<file path="src/inc/pps_pkg.sv">
`default_nettype none
package pps_pkg;
   ////////////////////////////////////////////////////////////////////////////
   // Power state request codes and the one-hot channel state.
   localparam logic [1:0] PD_P0  = 2'h0;
   localparam logic [1:0] PD_P0S = 2'h1;
   localparam logic [1:0] PD_P1  = 2'h2;
   localparam logic [1:0] PD_P2  = 2'h3;

   typedef enum logic [3:0] {
      PPS_P0  = 4'h1,
      PPS_P0S = 4'h2,
      PPS_P1  = 4'h4,
      PPS_P2  = 4'h8
   } pps_state_t;

   ////////////////////////////////////////////////////////////////////////////
   // Register map, byte addresses.
   localparam logic [31:0] ADDR_CTRL  = 32'h0000_0000;
   localparam logic [31:0] ADDR_STAT  = 32'h0000_0004;
   localparam logic [31:0] CTRL_RESET = 32'h0000_0000;

   localparam int CTL_FAST    = 0;
   localparam int CTL_LOWLAT  = 1;
   localparam int CTL_MANUAL  = 2;
   localparam int CTL_MAN_LTR = 3;
   localparam int CTL_MAN_LTD = 4;
   localparam int CTL_WIDTH   = 5;

   localparam int ST_STATE   = 0;
   localparam int ST_LOCKED  = 2;
   localparam int ST_LTR     = 3;
   localparam int ST_LTD     = 4;
   localparam int ST_LOOP    = 5;
   localparam int ST_ILLEGAL = 6;
   localparam int ST_BYPASS  = 7;

   localparam logic [1:0] RESP_OKAY   = 2'h0;
   localparam logic [1:0] RESP_SLVERR = 2'h2;

   ////////////////////////////////////////////////////////////////////////////
   // Receiver status codes that depend on the rate match FIFO.
   localparam logic [2:0] STS_RX_OK  = 3'h0;
   localparam logic [2:0] STS_EB_OVF = 3'h5;
   localparam logic [2:0] STS_EB_UDF = 3'h6;

   ////////////////////////////////////////////////////////////////////////////
   // Timing at 200 MHz.
   localparam int CLK_PERIOD_PS = 5000;
   localparam int FR_MIN_NS     = 16;
   localparam int FR_MAX_NS     = 4000;
   localparam int FR_LTR_NS     = 1000;
   localparam int FR_MIN_CYC    = (FR_MIN_NS * 1000 + CLK_PERIOD_PS - 1) / CLK_PERIOD_PS;
   localparam int FR_MAX_CYC    = (FR_MAX_NS * 1000) / CLK_PERIOD_PS;
   localparam int FR_LTR_CYC    = (FR_LTR_NS * 1000) / CLK_PERIOD_PS;
   localparam int LOCK_WINDOW   = 32768;

   ////////////////////////////////////////////////////////////////////////////
   // Carriers.
   typedef struct packed {
      logic [1:0] power_req;
      logic       detect_loop;
      logic       force_idle;
   } pps_mac_ctl_t;

   typedef struct packed {
      logic elec_idle;
      logic beacon;
      logic rx_detect;
      logic loopback;
   } pps_tx_ctl_t;
endpackage : pps_pkg
`default_nettype wire

</file>
<file path="src/core/pps_top.sv">
`default_nettype none
module pps_top #(
   parameter int LOCK_WINDOW = pps_pkg::LOCK_WINDOW,
   parameter int LOCK_RATIO  = 16,
   parameter int LOCK_TOL    = 4,
   parameter int DATA_W      = 10
) (
   // Clock and reset.
   input  wire logic                 aclk,
   input  wire logic                 aresetn,
   // AXI4-Lite register port.
   input  wire logic [31:0]          s_awaddr,
   input  wire logic                 s_awvalid,
   output logic                      s_awready,
   input  wire logic [31:0]          s_wdata,
   input  wire logic [3:0]           s_wstrb,
   input  wire logic                 s_wvalid,
   output logic                      s_wready,
   output logic [1:0]                s_bresp,
   output logic                      s_bvalid,
   input  wire logic                 s_bready,
   input  wire logic [31:0]          s_araddr,
   input  wire logic                 s_arvalid,
   output logic                      s_arready,
   output logic [31:0]               s_rdata,
   output logic [1:0]                s_rresp,
   output logic                      s_rvalid,
   input  wire logic                 s_rready,
   // MAC power control and status.
   input  wire pps_pkg::pps_mac_ctl_t mac_ctl,
   output logic                      phy_done,
   output logic [1:0]                power_state,
   output pps_pkg::pps_tx_ctl_t      tx_ctl,
   input  wire logic [2:0]           rx_status_raw,
   output logic [2:0]                pipe_status,
   // Data paths.
   input  wire logic [DATA_W-1:0]    tx_data,
   input  wire logic [DATA_W-1:0]    rm_data,
   output logic [DATA_W-1:0]         ser_data,
   // Receiver clocking and lock.
   input  wire logic                 cru_div_clk,
   output logic                      rx_lock_to_ref,
   output logic                      rx_lock_to_data,
   output logic                      freq_locked,
   output logic                      rm_bypass
);
   if (DATA_W < 1 || LOCK_WINDOW < 1) begin : g_bad
      $error("pps_top: unusable data width or lock window");
   end
   if (pps_pkg::FR_LTR_CYC < pps_pkg::FR_MIN_CYC || pps_pkg::FR_LTR_CYC >= pps_pkg::FR_MAX_CYC) begin : g_bad_fr
      $error("pps_top: fast recovery time outside the transition window");
   end

   localparam int          FW      = $clog2(pps_pkg::FR_LTR_CYC + 1);
   localparam logic [FW-1:0] FR_LAST = FW'(pps_pkg::FR_LTR_CYC - 1);

   ////////////////////////////////////////////////////////////////////////////
   // Registers and state.
   logic [pps_pkg::CTL_WIDTH-1:0] ctrl;
   logic                          illegal;
   pps_pkg::pps_state_t           state;
   pps_pkg::pps_state_t           next_state;
   logic                          was_p0s;
   logic [FW-1:0]                 fr_cnt;
   logic                          fr_active;
   logic                          restart;
   logic                          lock_raw;
   logic                          low_lat;
   logic                          illegal_now;
   logic                          aw_hold;
   logic                          w_hold;
   logic [31:0]                   aw_addr;
   logic [31:0]                   w_data;
   logic [3:0]                    w_strb;
   logic                          do_write;
   logic                          clr_illegal;
   logic [31:0]                   stat_word;

   assign low_lat = ctrl[pps_pkg::CTL_LOWLAT];

   ////////////////////////////////////////////////////////////////////////////
   // Power state decode.
   always_comb begin
      case (mac_ctl.power_req)
         pps_pkg::PD_P0:  next_state = pps_pkg::PPS_P0;
         pps_pkg::PD_P0S: next_state = pps_pkg::PPS_P0S;
         pps_pkg::PD_P1:  next_state = pps_pkg::PPS_P1;
         default:         next_state = pps_pkg::PPS_P2;
      endcase
   end

   always_ff @(posedge aclk) begin
      if (!aresetn) begin
         state       <= pps_pkg::PPS_P0;
         power_state <= pps_pkg::PD_P0;
         phy_done    <= 1'b0;
      end else begin
         state       <= next_state;
         power_state <= mac_ctl.power_req;
         // One pulse per change; a request held steady is not acknowledged
         // again, which is why the MAC does not wait for it before the next one.
         phy_done    <= (next_state != state);
      end
   end

   ////////////////////////////////////////////////////////////////////////////
   // Transmit behaviour in each state. The rest of the channel keeps running.
   always_ff @(posedge aclk) begin
      if (!aresetn) begin
         tx_ctl <= '0;
      end else begin
         tx_ctl <= '0;
         case (state)
            pps_pkg::PPS_P0: begin
               tx_ctl.elec_idle <= mac_ctl.force_idle;
               tx_ctl.loopback  <= mac_ctl.detect_loop && !low_lat;
            end
            pps_pkg::PPS_P0S: begin
               tx_ctl.elec_idle <= 1'b1;
            end
            pps_pkg::PPS_P1: begin
               tx_ctl.elec_idle <= 1'b1;
               tx_ctl.rx_detect <= mac_ctl.detect_loop;
            end
            pps_pkg::PPS_P2: begin
               tx_ctl.elec_idle <= mac_ctl.force_idle;
               tx_ctl.beacon    <= !mac_ctl.force_idle;
            end
            default: tx_ctl <= '0;
         endcase
      end
   end

   // The serializer takes rate-matched receive data while looping back.
   always_ff @(posedge aclk) begin
      if (!aresetn) begin
         ser_data <= '0;
      end else if (state == pps_pkg::PPS_P0 && mac_ctl.detect_loop && !low_lat) begin
         ser_data <= rm_data;
      end else begin
         ser_data <= tx_data;
      end
   end

   // A force-idle level that the MAC must not use in the current state.
   always_comb begin
      case (state)
         pps_pkg::PPS_P0:  illegal_now = mac_ctl.force_idle;
         pps_pkg::PPS_P0S: illegal_now = !mac_ctl.force_idle;
         pps_pkg::PPS_P1:  illegal_now = !mac_ctl.force_idle;
         default:          illegal_now = 1'b0;
      endcase
   end

   ////////////////////////////////////////////////////////////////////////////
   // Receive path: rate match bypass and status filtering.
   always_ff @(posedge aclk) begin
      if (!aresetn) begin
         rm_bypass   <= 1'b0;
         pipe_status <= pps_pkg::STS_RX_OK;
      end else begin
         rm_bypass <= low_lat;
         if (low_lat && (rx_status_raw == pps_pkg::STS_EB_OVF || rx_status_raw == pps_pkg::STS_EB_UDF)) begin
            pipe_status <= pps_pkg::STS_RX_OK;
         end else begin
            pipe_status <= rx_status_raw;
         end
      end
   end

   ////////////////////////////////////////////////////////////////////////////
   // Receiver lock control.
   always_ff @(posedge aclk) begin
      if (!aresetn) begin
         was_p0s <= 1'b0;
      end else begin
         was_p0s <= (state == pps_pkg::PPS_P0S);
      end
   end

   // A return to P0 from P0s starts a fresh frequency comparison.
   assign restart = (state == pps_pkg::PPS_P0) && (next_state == pps_pkg::PPS_P0) && was_p0s;

   pps_lock #(
      .WINDOW (LOCK_WINDOW),
      .RATIO  (LOCK_RATIO),
      .TOL    (LOCK_TOL)
   ) u_lock (
      .aclk        (aclk),
      .aresetn     (aresetn),
      .restart     (restart),
      .cru_div_clk (cru_div_clk),
      .freq_locked (lock_raw)
   );

   // Fast recovery skips the slow comparison: it holds lock-to-reference for a
   // fixed time well inside the window, then hands over to data.
   always_ff @(posedge aclk) begin
      if (!aresetn) begin
         fr_active <= 1'b0;
         fr_cnt    <= '0;
      end else if (restart && ctrl[pps_pkg::CTL_FAST] && !ctrl[pps_pkg::CTL_MANUAL]) begin
         fr_active <= 1'b1;
         fr_cnt    <= '0;
      end else if (fr_active) begin
         fr_cnt <= fr_cnt + FW'(1);
         if (fr_cnt == FR_LAST) begin
            fr_active <= 1'b0;
         end
      end
   end

   always_ff @(posedge aclk) begin
      if (!aresetn) begin
         rx_lock_to_ref  <= 1'b1;
         rx_lock_to_data <= 1'b0;
         freq_locked     <= 1'b0;
      end else begin
         freq_locked <= lock_raw;
         if (ctrl[pps_pkg::CTL_MANUAL]) begin
            rx_lock_to_ref  <= ctrl[pps_pkg::CTL_MAN_LTR];
            rx_lock_to_data <= ctrl[pps_pkg::CTL_MAN_LTD];
         end else if (ctrl[pps_pkg::CTL_FAST]) begin
            rx_lock_to_ref  <= fr_active || restart;
            rx_lock_to_data <= !(fr_active || restart);
         end else begin
            rx_lock_to_ref  <= !lock_raw;
            rx_lock_to_data <= lock_raw;
         end
      end
   end

   ////////////////////////////////////////////////////////////////////////////
   // AXI4-Lite slave. One write and one read at a time.
   assign do_write    = aw_hold && w_hold && !s_bvalid;
   assign clr_illegal = do_write && aw_addr == pps_pkg::ADDR_STAT && w_strb[0] && w_data[pps_pkg::ST_ILLEGAL];

   always_ff @(posedge aclk) begin
      if (!aresetn) begin
         aw_hold   <= 1'b0;
         w_hold    <= 1'b0;
         aw_addr   <= '0;
         w_data    <= '0;
         w_strb    <= '0;
         s_awready <= 1'b1;
         s_wready  <= 1'b1;
         s_bvalid  <= 1'b0;
         s_bresp   <= pps_pkg::RESP_OKAY;
      end else begin
         if (s_awvalid && s_awready) begin
            aw_hold   <= 1'b1;
            aw_addr   <= s_awaddr;
            s_awready <= 1'b0;
         end
         if (s_wvalid && s_wready) begin
            w_hold   <= 1'b1;
            w_data   <= s_wdata;
            w_strb   <= s_wstrb;
            s_wready <= 1'b0;
         end
         if (do_write) begin
            aw_hold  <= 1'b0;
            w_hold   <= 1'b0;
            s_bvalid <= 1'b1;
            s_bresp  <= (aw_addr == pps_pkg::ADDR_CTRL || aw_addr == pps_pkg::ADDR_STAT) ?
                        pps_pkg::RESP_OKAY : pps_pkg::RESP_SLVERR;
         end
         if (s_bvalid && s_bready) begin
            s_bvalid  <= 1'b0;
            s_awready <= 1'b1;
            s_wready  <= 1'b1;
         end
      end
   end

   always_ff @(posedge aclk) begin
      if (!aresetn) begin
         ctrl <= pps_pkg::CTRL_RESET[pps_pkg::CTL_WIDTH-1:0];
      end else if (do_write && aw_addr == pps_pkg::ADDR_CTRL && w_strb[0]) begin
         ctrl <= w_data[pps_pkg::CTL_WIDTH-1:0];
      end
   end

   // A new violation in the clearing cycle keeps the flag set.
   always_ff @(posedge aclk) begin
      if (!aresetn) begin
         illegal <= 1'b0;
      end else begin
         illegal <= illegal_now || (illegal && !clr_illegal);
      end
   end

   always_comb begin
      stat_word                                         = '0;
      stat_word[pps_pkg::ST_STATE+1:pps_pkg::ST_STATE] = power_state;
      stat_word[pps_pkg::ST_LOCKED]                     = freq_locked;
      stat_word[pps_pkg::ST_LTR]                        = rx_lock_to_ref;
      stat_word[pps_pkg::ST_LTD]                        = rx_lock_to_data;
      stat_word[pps_pkg::ST_LOOP]                       = tx_ctl.loopback;
      stat_word[pps_pkg::ST_ILLEGAL]                    = illegal;
      stat_word[pps_pkg::ST_BYPASS]                     = rm_bypass;
   end

   always_ff @(posedge aclk) begin
      if (!aresetn) begin
         s_arready <= 1'b1;
         s_rvalid  <= 1'b0;
         s_rdata   <= '0;
         s_rresp   <= pps_pkg::RESP_OKAY;
      end else if (s_arvalid && s_arready) begin
         s_arready <= 1'b0;
         s_rvalid  <= 1'b1;
         s_rresp   <= pps_pkg::RESP_OKAY;
         case (s_araddr)
            pps_pkg::ADDR_CTRL: s_rdata <= 32'(ctrl);
            pps_pkg::ADDR_STAT: s_rdata <= stat_word;
            default: begin
               s_rdata <= '0;
               s_rresp <= pps_pkg::RESP_SLVERR;
            end
         endcase
      end else if (s_rvalid && s_rready) begin
         s_rvalid  <= 1'b0;
         s_arready <= 1'b1;
      end
   end
endmodule : pps_top
`default_nettype wire

</file>
<file path="src/core/pps_sync.sv">
`default_nettype none
module pps_sync (
   // Clock and reset.
   input  wire logic aclk,
   input  wire logic aresetn,
   // Asynchronous level in, filtered level out.
   input  wire logic din,
   output logic      dout
);
   logic ff1;
   logic ff2;
   logic ff3;

   always_ff @(posedge aclk) begin
      if (!aresetn) begin
         ff1 <= 1'b0;
         ff2 <= 1'b0;
         ff3 <= 1'b0;
      end else begin
         ff1 <= din;
         ff2 <= ff1;
         ff3 <= ff2;
      end
   end

   // A change counts only once the last two stages agree.
   always_ff @(posedge aclk) begin
      if (!aresetn) begin
         dout <= 1'b0;
      end else if (ff2 == ff3) begin
         dout <= ff3;
      end
   end
endmodule : pps_sync
`default_nettype wire

</file>
<file path="src/core/pps_lock.sv">
`default_nettype none
module pps_lock #(
   parameter int WINDOW = 32768,
   parameter int RATIO  = 16,
   parameter int TOL    = 4
) (
   // Clock and reset.
   input  wire logic aclk,
   input  wire logic aresetn,
   // Control and recovered clock, divided by RATIO.
   input  wire logic restart,
   input  wire logic cru_div_clk,
   // Result.
   output logic      freq_locked
);
   localparam int          CW     = $clog2(WINDOW + 1);
   localparam logic [CW-1:0] EXPECT = CW'(WINDOW / RATIO);
   localparam logic [CW-1:0] LAST   = CW'(WINDOW - 1);

   if (RATIO < 4 || WINDOW < RATIO || TOL < 0) begin : g_bad
      $error("pps_lock: unusable window, ratio or tolerance");
   end

   logic          div_lvl;
   logic          div_prev;
   logic [CW-1:0] win_cnt;
   logic [CW-1:0] edge_cnt;
   logic          in_range;

   pps_sync u_sync (
      .aclk    (aclk),
      .aresetn (aresetn),
      .din     (cru_div_clk),
      .dout    (div_lvl)
   );

   assign in_range = (edge_cnt + CW'(TOL) >= EXPECT) && (edge_cnt <= EXPECT + CW'(TOL));

   // Edges of the recovered clock are counted over all but the last cycle of a window of reference
   // cycles; the lock holds until the owner restarts the comparison.
   always_ff @(posedge aclk) begin
      if (!aresetn || restart) begin
         div_prev    <= 1'b0;
         win_cnt     <= '0;
         edge_cnt    <= '0;
         freq_locked <= 1'b0;
      end else begin
         div_prev <= div_lvl;
         if (win_cnt == LAST) begin
            win_cnt     <= '0;
            edge_cnt    <= '0;
            freq_locked <= freq_locked | in_range;
         end else begin
            win_cnt <= win_cnt + CW'(1);
            if (div_lvl && !div_prev) begin
               edge_cnt <= edge_cnt + CW'(1);
            end
         end
      end
   end
endmodule : pps_lock
`default_nettype wire

</file>
<file path="config.mk">
export PLATFORM = sky130hd
export DESIGN_NAME = pps_top
export DESIGN_NICKNAME = d
export VERILOG_FILES = /design/src/inc/pps_pkg.sv /design/src/core/pps_top.sv /design/src/core/pps_sync.sv /design/src/core/pps_lock.sv
export SDC_FILE = /design/constraint.sdc
export NUM_CORES = 1
export LEC_CHECK = 0
export CELL_PAD_IN_SITES_DETAIL_PLACEMENT = 1
export CELL_PAD_IN_SITES_GLOBAL_PLACEMENT = 1
export CORE_MARGIN = 2
export CORE_UTILIZATION = 41
export CTS_CLUSTER_DIAMETER = 120
export DETAILED_ROUTE_END_ITERATION = 12
export DONT_BUFFER_PORTS = 1
export HOLD_SLACK_MARGIN = 0.05
export PLACE_DENSITY = 0.81
export RECOVER_POWER = 25
export SLEW_MARGIN = 10
export SYNTH_ARGS = -nofsm -noshare
export SYNTH_HDL_FRONTEND = slang
export SYNTH_SLANG_ARGS = --single-unit
</file>
<file path="constraint.sdc">
create_clock -name aclk -period 1.76 [get_ports aclk]
set_input_delay 0.176 -clock aclk [delete_from_list [all_inputs] [get_ports aclk]]
set_output_delay 0.176 -clock aclk [all_outputs]
set_load 0.05 [all_outputs]
</file>
=== Yosys cells after proc, flatten, opt, wreduce, memory -nomap -nowiden ===
Cells that the tools add are included.
Widths: inputs -> output; s select.

* Bitwise logic cells: 2
* Muxes and demuxes: 18
* Add/sub/neg operators: 4
* Equality and inequality tests: 15
* Magnitude comparators: 2
* Reductions and logical operators: 52

{| class="wikitable"
|+ Operator list
! operator !! number
|-
| $eq 32x3->1 const B || 2
|-
| $logic_not 32->1 || 2
|-
| $add 16x1->16 const B || 2
|-
| $logic_and 1x1->1 || 23
|-
| $add 16x3->16 const B || 1
|-
| $eq 16x15->1 const B || 1
|-
| $ge 16x12->1 const B || 1
|-
| $le 16x12->1 const B || 1
|-
| $pmux 8 s2 || 1
|-
| $reduce_or 2->1 || 8
|-
| $pmux 4 s3 || 1
|-
| $mux 1 || 11
|-
| $mux 10 || 1
|-
| $logic_not 1->1 || 9
|-
| $add 8x1->8 const B || 1
|-
| $eq 4x1->1 const B || 2
|-
| $eq 8x8->1 const B || 1
|-
| $eq 3x3->1 const B || 2
|-
| $reduce_and 2->1 || 3
|-
| $logic_or 1x1->1 || 5
|-
| $eq 4x2->1 const B || 1
|-
| $eq 4x3->1 const B || 1
|-
| $eq 4x4->1 const B || 1
|-
| $mux 2 || 2
|-
| other kinds (9) || 10
|}

* Output and inout bits: 65
* Word-level logic and storage cells: 132
* Register bits: 165

=== Logic depth before layout (Yosys ltp) ===
Gate-level depths: netlist (run 1).

* Word-level depth: 9
* Mapped depth: 7
* Gate-level depth less buffers: 6

=== Hierarchy ===
From an unflattened synthesis (run 1), not the netlist that was laid out.

* Cell total of the unflattened synthesis: 658
* Area total of the unflattened synthesis: 5,739.3 um^2

{| class="wikitable"
|+ Modules (own cells, without submodules)
! module !! cells each !! area each (um^2) !! times used
|-
| pps_top || 470 || 4,028.9 || 1
|-
| pps_lock || 178 || 1,594.0 || 1
|-
| pps_sync || 10 || 116.4 || 1
|}

=== Least setup slack after synthesis (run 1) ===
Ideal clock, no wire load.

* Path kind: reg2reg
* Start: reg s_arready
* End: reg s_rdata[1]
* Setup slack: 0.048 ns
* Data arrival time: 1.625 ns
* Path buffers: 1
* Cell stages (with the launch flop): 5
* Setup time: 0.087 ns
* Cells stage by stage: dfxtp_1 nand2_1 or4_1 buf_2 o31ai_1

* Longest elaborated chain between the ends: 1

{| class="wikitable"
|+ RTL lines
! element !! RTL line !! text
|-
| start: declaration || pps_top.sv:24 || <nowiki>output logic s_arready,</nowiki>
|-
| start signal: assignment || pps_top.sv:306 || <nowiki>s_arready <= 1'b1;</nowiki>
|-
| start signal: assignment || pps_top.sv:311 || <nowiki>s_arready <= 1'b0;</nowiki>
|-
| start signal: assignment || pps_top.sv:324 || <nowiki>s_arready <= 1'b1;</nowiki>
|-
| $logic_and 1x1->1 || pps_top.sv:310 || <nowiki>end else if (s_arvalid && s_arready) begin</nowiki>
|-
| end signal: assignment || pps_top.sv:315 || <nowiki>pps_pkg::ADDR_CTRL: s_rdata <= 32'(ctrl);</nowiki>
|-
| end signal: assignment || pps_top.sv:316 || <nowiki>pps_pkg::ADDR_STAT: s_rdata <= stat_word;</nowiki>
|-
| end: declaration || pps_top.sv:25 || <nowiki>output logic [31:0] s_rdata,</nowiki>
|}

No other way between the ends.
A chain may end at the register's enable or synchronous reset.

=== Worst setup path in the final report (run 1) ===
* Start: reg u_lock.edge_cnt[8]
* End: reg u_lock.freq_locked

* Longest elaborated chain between the ends: 4
* Elaborated cells between the ends (all ways): 5
* Classes of those cells: 1 x add/sub; 2 x order compare; 1 x bitwise; 1 x reduce/logical

{| class="wikitable"
|+ RTL lines
! element !! RTL line !! text
|-
| start: declaration || pps_lock.sv:27 || <nowiki>logic [CW-1:0] edge_cnt;</nowiki>
|-
| start signal: assignment || pps_lock.sv:56 || <nowiki>edge_cnt <= edge_cnt + CW'(1);</nowiki>
|-
| $add 16x3->16 || pps_lock.sv:37 || <nowiki>assign in_range = (edge_cnt + CW'(TOL) >= EXPECT) && (edge_cnt <= EXPECT + CW'(TOL));</nowiki>
|-
| $ge 16x12->1 || pps_lock.sv:37 ||
|-
| $logic_and 1x1->1 (*) || pps_lock.sv:37 ||
|-
| $or 1x1->1 (*) || pps_lock.sv:52 || <nowiki>freq_locked <= freq_locked | in_range;</nowiki>
|-
| end signal: assignment || pps_lock.sv:52 ||
|-
| end: declaration || pps_lock.sv:14 || <nowiki>output logic freq_locked</nowiki>
|}

Every way passes the cells marked *; elsewhere a longest branch is shown, timed or not.

==> flow_metrics.env, run 1 <==
export IMPL_end_kind="register"
export IMPL_fin_worst_skew_ns=0.00799
export IMPL_globalplace_congestion=0.821
export IMPL_setup_viol=0
export IMPL_overflow=0
export IMPL_synth_main_ff_cell="dfxtp_1"
export IMPL_ant_nets=0
export IMPL_maxSlewViolCount=0
export IMPL_placed_area_um2=6050
export IMPL_wl_um=18800
export IMPL_rsz0062_at_grt="yes"
export IMPL_vias=5124
export IMPL_grt_busiest_layer="met2"
export IMPL_synth_edf_count=0
export IMPL_worst_pin_slew_ns=0.731
export IMPL_drtIter0Drc=216
export IMPL_worst_ir_drop_vdd_v=0.000625
export IMPL_hold_class="input pin to register"
export IMPL_fmax_mhz=584
export IMPL_leakage_nw=2.91
export IMPL_post_cts_buffers=0
export IMPL_grt_max_degree=64
export IMPL_hold_violations=0
export IMPL_htree_levels=4
export IMPL_p_seq_share_pct=43.5
export IMPL_fin_crit_ns=1.71
export IMPL_worstPathArrival_ns=2.05
export IMPL_share_comb_of_total_power_pct=9.9
export IMPL_fin_crit_sh_pct=97.3
export IMPL_nNetsFinal=905
export IMPL_cts_sinks=138
export IMPL_max_cap_viol_count=0
export IMPL_core_area_um2=13700
export IMPL_synth_cell_types=56
export IMPL_min_path_cells=2
export IMPL_final_area_um2=7530
export IMPL_p_int_w=0.00582
export IMPL_netlist_instances=655
export IMPL_stdcell_count=961
export IMPL_initial_utilization_pct=41.6
export IMPL_critPathMaxFanout=2
export IMPL_syn_area_um2=5700
export IMPL_yosysSeqAreaShare_pct=48.4
export IMPL_vias_per_cell=5.33
export IMPL_power_w=0.00785
export IMPL_switchingPower_w=0.00203
export IMPL_outcome="finished clean"
export IMPL_chipHeight_um=122
export IMPL_cts_clk_slew_worst_paths_ns=0.06
export IMPL_critPathKind="register to register"
export IMPL_grt_usage_pct=25.6
export IMPL_yosys_warnings=0
export IMPL_cts_buffers=17
export IMPL_hpwlAfterDp_um=10500
export IMPL_critPathRequiredTime_ns=2.09
export IMPL_dr_pass1_iters=4
export IMPL_power_density_nw_per_um2=1040
export IMPL_core_rowCount=43
export IMPL_drive_above_1_share_pct=11.0
export IMPL_antenna_found_initial=2
export IMPL_use_met2_pct=45.1
export IMPL_io_buffers=0
export IMPL_root_buffer="clkbuf_16"
export IMPL_max_slew_margin_pct=51.3
export IMPL_place_inst=846
export IMPL_grtUsageMet3_pct=7.40
export IMPL_drc=0
export IMPL_grt_use_met1_pct=27.7
export IMPL_p_sw_share_pct=25.8
export IMPL_wl_per_cell_um=19.6
export IMPL_async_flop_share_pct=0
export IMPL_ios=200
export IMPL_die_w_um=122
export IMPL_clk_latency_ns=0.42
export IMPL_die_area_um2=14900
export IMPL_syn_avg_cell_area_um2=8.71
export IMPL_r2r_cells=4
export IMPL_crit_path_start_kind="register"
export IMPL_grt_pass1_vias=5626
export IMPL_cts_tree="yes"
export IMPL_area_growth_pct=32.0
export IMPL_clockPowerShare_pct=46.6
export IMPL_grt_first_pass_wirelength_um=29200
export IMPL_ys_ff_latch=138
export IMPL_clockBufferDepth=2
## layer usage
layer  part of all wire [%]  vias to the layer above
met1                     39                     2494
met3                    4.8                       60
met2                     52                      156
li1                       -                     2414
met4                    4.6                        0
met5                      0                        -
## worst max-delay path, stage by stage (launching register included)
cell and delay (ns):
dfxtp_2 0.32, or4b_1 0.54, a2111oi_1 0.38, a22oi_1 0.18
o31ai_1 0.21
## timing repair
item / 4_1_cts / 5_1_grt
endpoints found under the hold margin: 96 / 0
hold buffers: 81 / 0
gates resized for setup: 2 / 15
setup endpoints to repair: 7 / 48
pin swaps: 0 / 6
## power by group through the flow
stage / Combinational [W] / Sequential [W] / Clock, W
final: 0.000777 / 0.00341 / 0.00366
after global routing: 0.000831 / 0.00342 / 0.00382
after CTS: 0.000721 / 0.00340 / 0.00368
after detailed placement: 0.000549 / 0.00346 / 0
after global placement: 0.000525 / 0.00346 / 0
after floorplan: 0.000445 / 0.00348 / 0
## layout make-up
type	instances	area, µm²
inverter	15	56.3
tap	180	225
timing repair buffer	123	1130
clock inverter	12	148
fill	1547	6190
multi-input combinational	471	2740
antenna	2	5.00
sequential	138	2770
clock buffer	20	457
## flip-flops by register name, indices dropped and copies added (netlist names), 2 cells and up
name / count
u_lock.edge_cnt: 16
state: 4
ser_data: 10
fr_cnt: 8
u_lock.win_cnt: 16
power_state: 2
s_rdata: 8
ctrl: 5
aw_addr: 32
tx_ctl: 4
w_data: 6
pipe_status: 3
## worst paths after layout
kind | startpoint | slack [ns] | to
hold reg to reg | u_lock.u_sync.ff1 | 0.46 | u_lock.u_sync.ff2
setup reg to reg | u_lock.edge_cnt[8] | 0.05 | u_lock.freq_locked
hold / removal | s_araddr[2] | 0.06 | s_rdata[2]
setup / recovery | u_lock.edge_cnt[8] | 0.05 | u_lock.freq_locked
## synthesized netlist by cell type (all sizes together) (2+ instances only)
cell type	count	area share (%)
dfxtp	138	48
nand2	112	7.4
nor2	68	4.5
a21oi	53	4.7
buf	40	4.6
nor4	26	3.0
xnor2	24	3.7
nand3	23	2.0
mux2i	22	3.9
clkbuf	16	1.1
inv	15	0.99
nand4	15	2.1
xor2	12	1.8
nor3	10	0.88
and2	9	0.99
o21ai	9	0.79
o31ai	7	1.0
nand2b	6	0.66
or4	5	0.72
ha	4	0.88
nand3b	4	0.53
nor2b	4	0.44
nor4b	3	0.46
nor4bb	3	0.53
o211a	3	0.53
and3	2	0.22
and3b	2	0.31
and4	2	0.31
nand4b	2	0.31
or4b	2	0.35
## kinds of logic (layout without fill, tap and decap cells)
| family | Yosys count | count (layout) | share of synthesized area [%] |
|---|---|---|---|
| compound gates | 82 | 82 | 8.47 |
| xor+xnor | 36 | 36 | 5.53 |
| fa+ha+maj | 4 | 4 | 0.878 |
| buf+inv | 71 | 170 | 6.67 |
| flops | 138 | 138 | 48.4 |
| mux | 22 | 22 | 3.86 |
| other cells | 1 | 28 | 0.0658 |
| simple gates | 301 | 301 | 26.1 |
## cells in the final DEF, fill, tap and decap left out, drive strengths merged, types with 9 or more instances in the layout
cell type,count
a21oi,53
and2,9
buf,32
clkbuf,31
conb,26
dfxtp,138
dlygate4sd3,80
inv,15
mux2i,22
nand2,112
nand3,23
nand4,15
nor2,68
nor3,10
nor4,26
o21ai,9
xnor2,24
xor2,12
## per-stage QoR
step                      setup slack [ns]  setup TNS, ns  hold WS [ns]  util [%]
after floorplan                     0.0484              0         0.248         -
after global placement            0.000103              0         0.250      44.1
after detailed placement           -0.0672         -0.262         0.252      44.1
after CTS                           0.0113              0        0.0509      54.5
after global routing               -0.0439        -0.0724        0.0622      54.9
final                               0.0467              0        0.0588      54.9
Note: power is estimated with default switching activity, not from simulation.
==> run 2, diff against run 1 <==
CORE_MARGIN = 3   (was 2)
CTS_CLUSTER_SIZE = 10   (was unset)
==> run 2 against run 1 <==
Net effect:
- worst hold slack improved by 0.0011 ns
- core utilization increased by 1.2 points
- die area increased by 3.3%
- critical path type unchanged
- register-to-register slack got worse by 0.07 ns
- non-clock buffer count decreased by 1
- flip-flop and latch count unchanged
- the flow now finishes with violations (negative setup slack)
- largest power group unchanged
==> flow_metrics.env, run 2 (synthesis gave the netlist of run 1 again) <==
export IMPL_drtIter0Drc=303
export IMPL_fmax_mhz=561
export IMPL_final_area_um2=7510
export IMPL_core_rowCount=42
export IMPL_nNetsFinal=904
export IMPL_stdcell_count=953
export IMPL_slowest_stage="or4_1"
export IMPL_cp_top_family="simple AND/OR/NAND/NOR gates"
export IMPL_vias=5323
export IMPL_critPathBufInv=0
export IMPL_largestRegisters="aw_addr: 32 flops, u_lock.edge_cnt: 16 flops, u_lock.win_cnt: 16 flops"
export IMPL_setup_viol=1
export IMPL_critPathKind="register to register"
export IMPL_clockBufferDepth=2
export IMPL_worstPathArrival_ns=2.12
export IMPL_power_density_nw_per_um2=1030
export IMPL_critPathMaxFanout=5
export IMPL_die_w_um=124
export IMPL_hold_violations=0
export IMPL_fin_worst_skew_ns=0.0116
export IMPL_initial_utilization_pct=42.6
export IMPL_outcome="complete, but fails checks"
export IMPL_critPathRequiredTime_ns=2.09
export IMPL_globalplace_congestion=0.826
export IMPL_antenna_found_initial=0
export IMPL_fin_crit_sh_pct=101
export IMPL_placed_area_um2=6020
export IMPL_cts_buffers=17
export IMPL_clk_latency_ns=0.43
export IMPL_min_path_cells=2
export IMPL_cpPeakStageDelay_ns=0.57
export IMPL_htree_levels=4
export IMPL_max_cap_viol_count=0
export IMPL_ios=200
export IMPL_cts_tree="yes"
export IMPL_grt_pass1_vias=5668
export IMPL_drive_above_1_share_pct=11.1
export IMPL_grt_max_degree=64
export IMPL_hpwlAfterDp_um=10700
export IMPL_crit_path_start_kind="register"
export IMPL_root_buffer="clkbuf_16"
export IMPL_cts_sinks=138
export IMPL_place_inst=838
export IMPL_fin_crit_ns=1.78
export IMPL_worst_pin_slew_ns=0.752
export IMPL_max_slew_margin_pct=49.9
export IMPL_crit_cells=4
export IMPL_overflow=0
export IMPL_grt_usage_pct=26.8
export IMPL_ant_nets=0
export IMPL_die_area_um2=15400
export IMPL_wl_um=21200
export IMPL_final_common_cell="dfxtp_1"
export IMPL_register_area_um2=2770
export IMPL_maxSlewViolCount=0
export IMPL_largest_reg_flops=32
export IMPL_leakage_nw=2.91
export IMPL_grt_first_pass_wirelength_um=31000
export IMPL_final_cell_mix="dfxtp_1 (135), nand2_1 (112), dlygate4sd3_1 (80)"
export IMPL_vias_per_cell=5.59
export IMPL_wl_per_cell_um=22.3
export IMPL_timing_final_ws_setup_ns=-0.0227
export IMPL_n_fill_cell=1509
export IMPL_r2r_cells=4
export IMPL_area_growth_pct=31.7
export IMPL_hold_class="input pin to register"
export IMPL_worst_ir_drop_vdd_v=0.000695
export IMPL_regMostFlops="aw_addr"
export IMPL_io_buffers=0
export IMPL_chipHeight_um=124
export IMPL_drc=0
export IMPL_diodes=0
export IMPL_core_area_um2=13400
export IMPL_holdWs_ns=0.0600
export IMPL_end_kind="register"
export IMPL_cts_clk_slew_worst_paths_ns=0.06
export IMPL_dr_pass1_iters=5
export IMPL_multi_input_area_um2=2770
export IMPL_pre_cts_slack_ns=0.0125
export IMPL_crit_chain="or4_1 > nor4_1 > a22oi_1 > o31ai_1"
export IMPL_violations="negative setup slack"
## run 2: cell type report
type                    count  area share [%]
inverters                  15           0.750
well taps                 176            2.93
multi-input cells         471            36.8
clock buffers              23            6.23
flip-flops and latches    138            36.8
clock inverters             8            1.27
repair buffers            122            15.1
## run 2: power breakdown
| group | internal (W) | switching [W] |
|---|---|---|
| registers | 0.00324 | 0.000189 |
| logic | 0.000303 | 0.000497 |
| clock network | 0.00214 | 0.00137 |
## run 2: stage by stage
stage / total power [W] / setup TNS [ns] / utilization, %
floorplan: 0.00393 / 0 / -
CTS: 0.00758 / 0 / 55.3
global placement: 0.00398 / 0 / 44.9
finish: 0.00774 / -0.0227 / 56.0
detailed placement: 0.00401 / 0 / 44.9
global route: 0.00796 / -0.196 / 56.0
## run 2: final timing paths
check	from	to	slack (ns)
worst max-delay path	u_lock.edge_cnt[12]	u_lock.freq_locked	-0.02
worst min-delay path	aresetn	rx_lock_to_ref	0.06
worst max register to register	u_lock.edge_cnt[12]	u_lock.freq_locked	-0.02
worst min register to register	u_lock.u_sync.ff3	u_lock.u_sync.dout	0.48
## run 2: metal layers
metal,track usage (%),up-vias,share of wire [%]
met2,48.9,216,53
met3,7.27,64,5.3
met4,10.7,0,4.1
met5,0,-,0
li1,-,2410,-
met1,29.3,2633,37
## run 2: what timing repair did
item,4_1_cts,5_1_grt
resized for setup,2,19
hold buffers,81,0
endpoints found under the hold margin,96,0
setup buffers,0,3
pin swaps,0,9
setup endpoints to repair,2,46
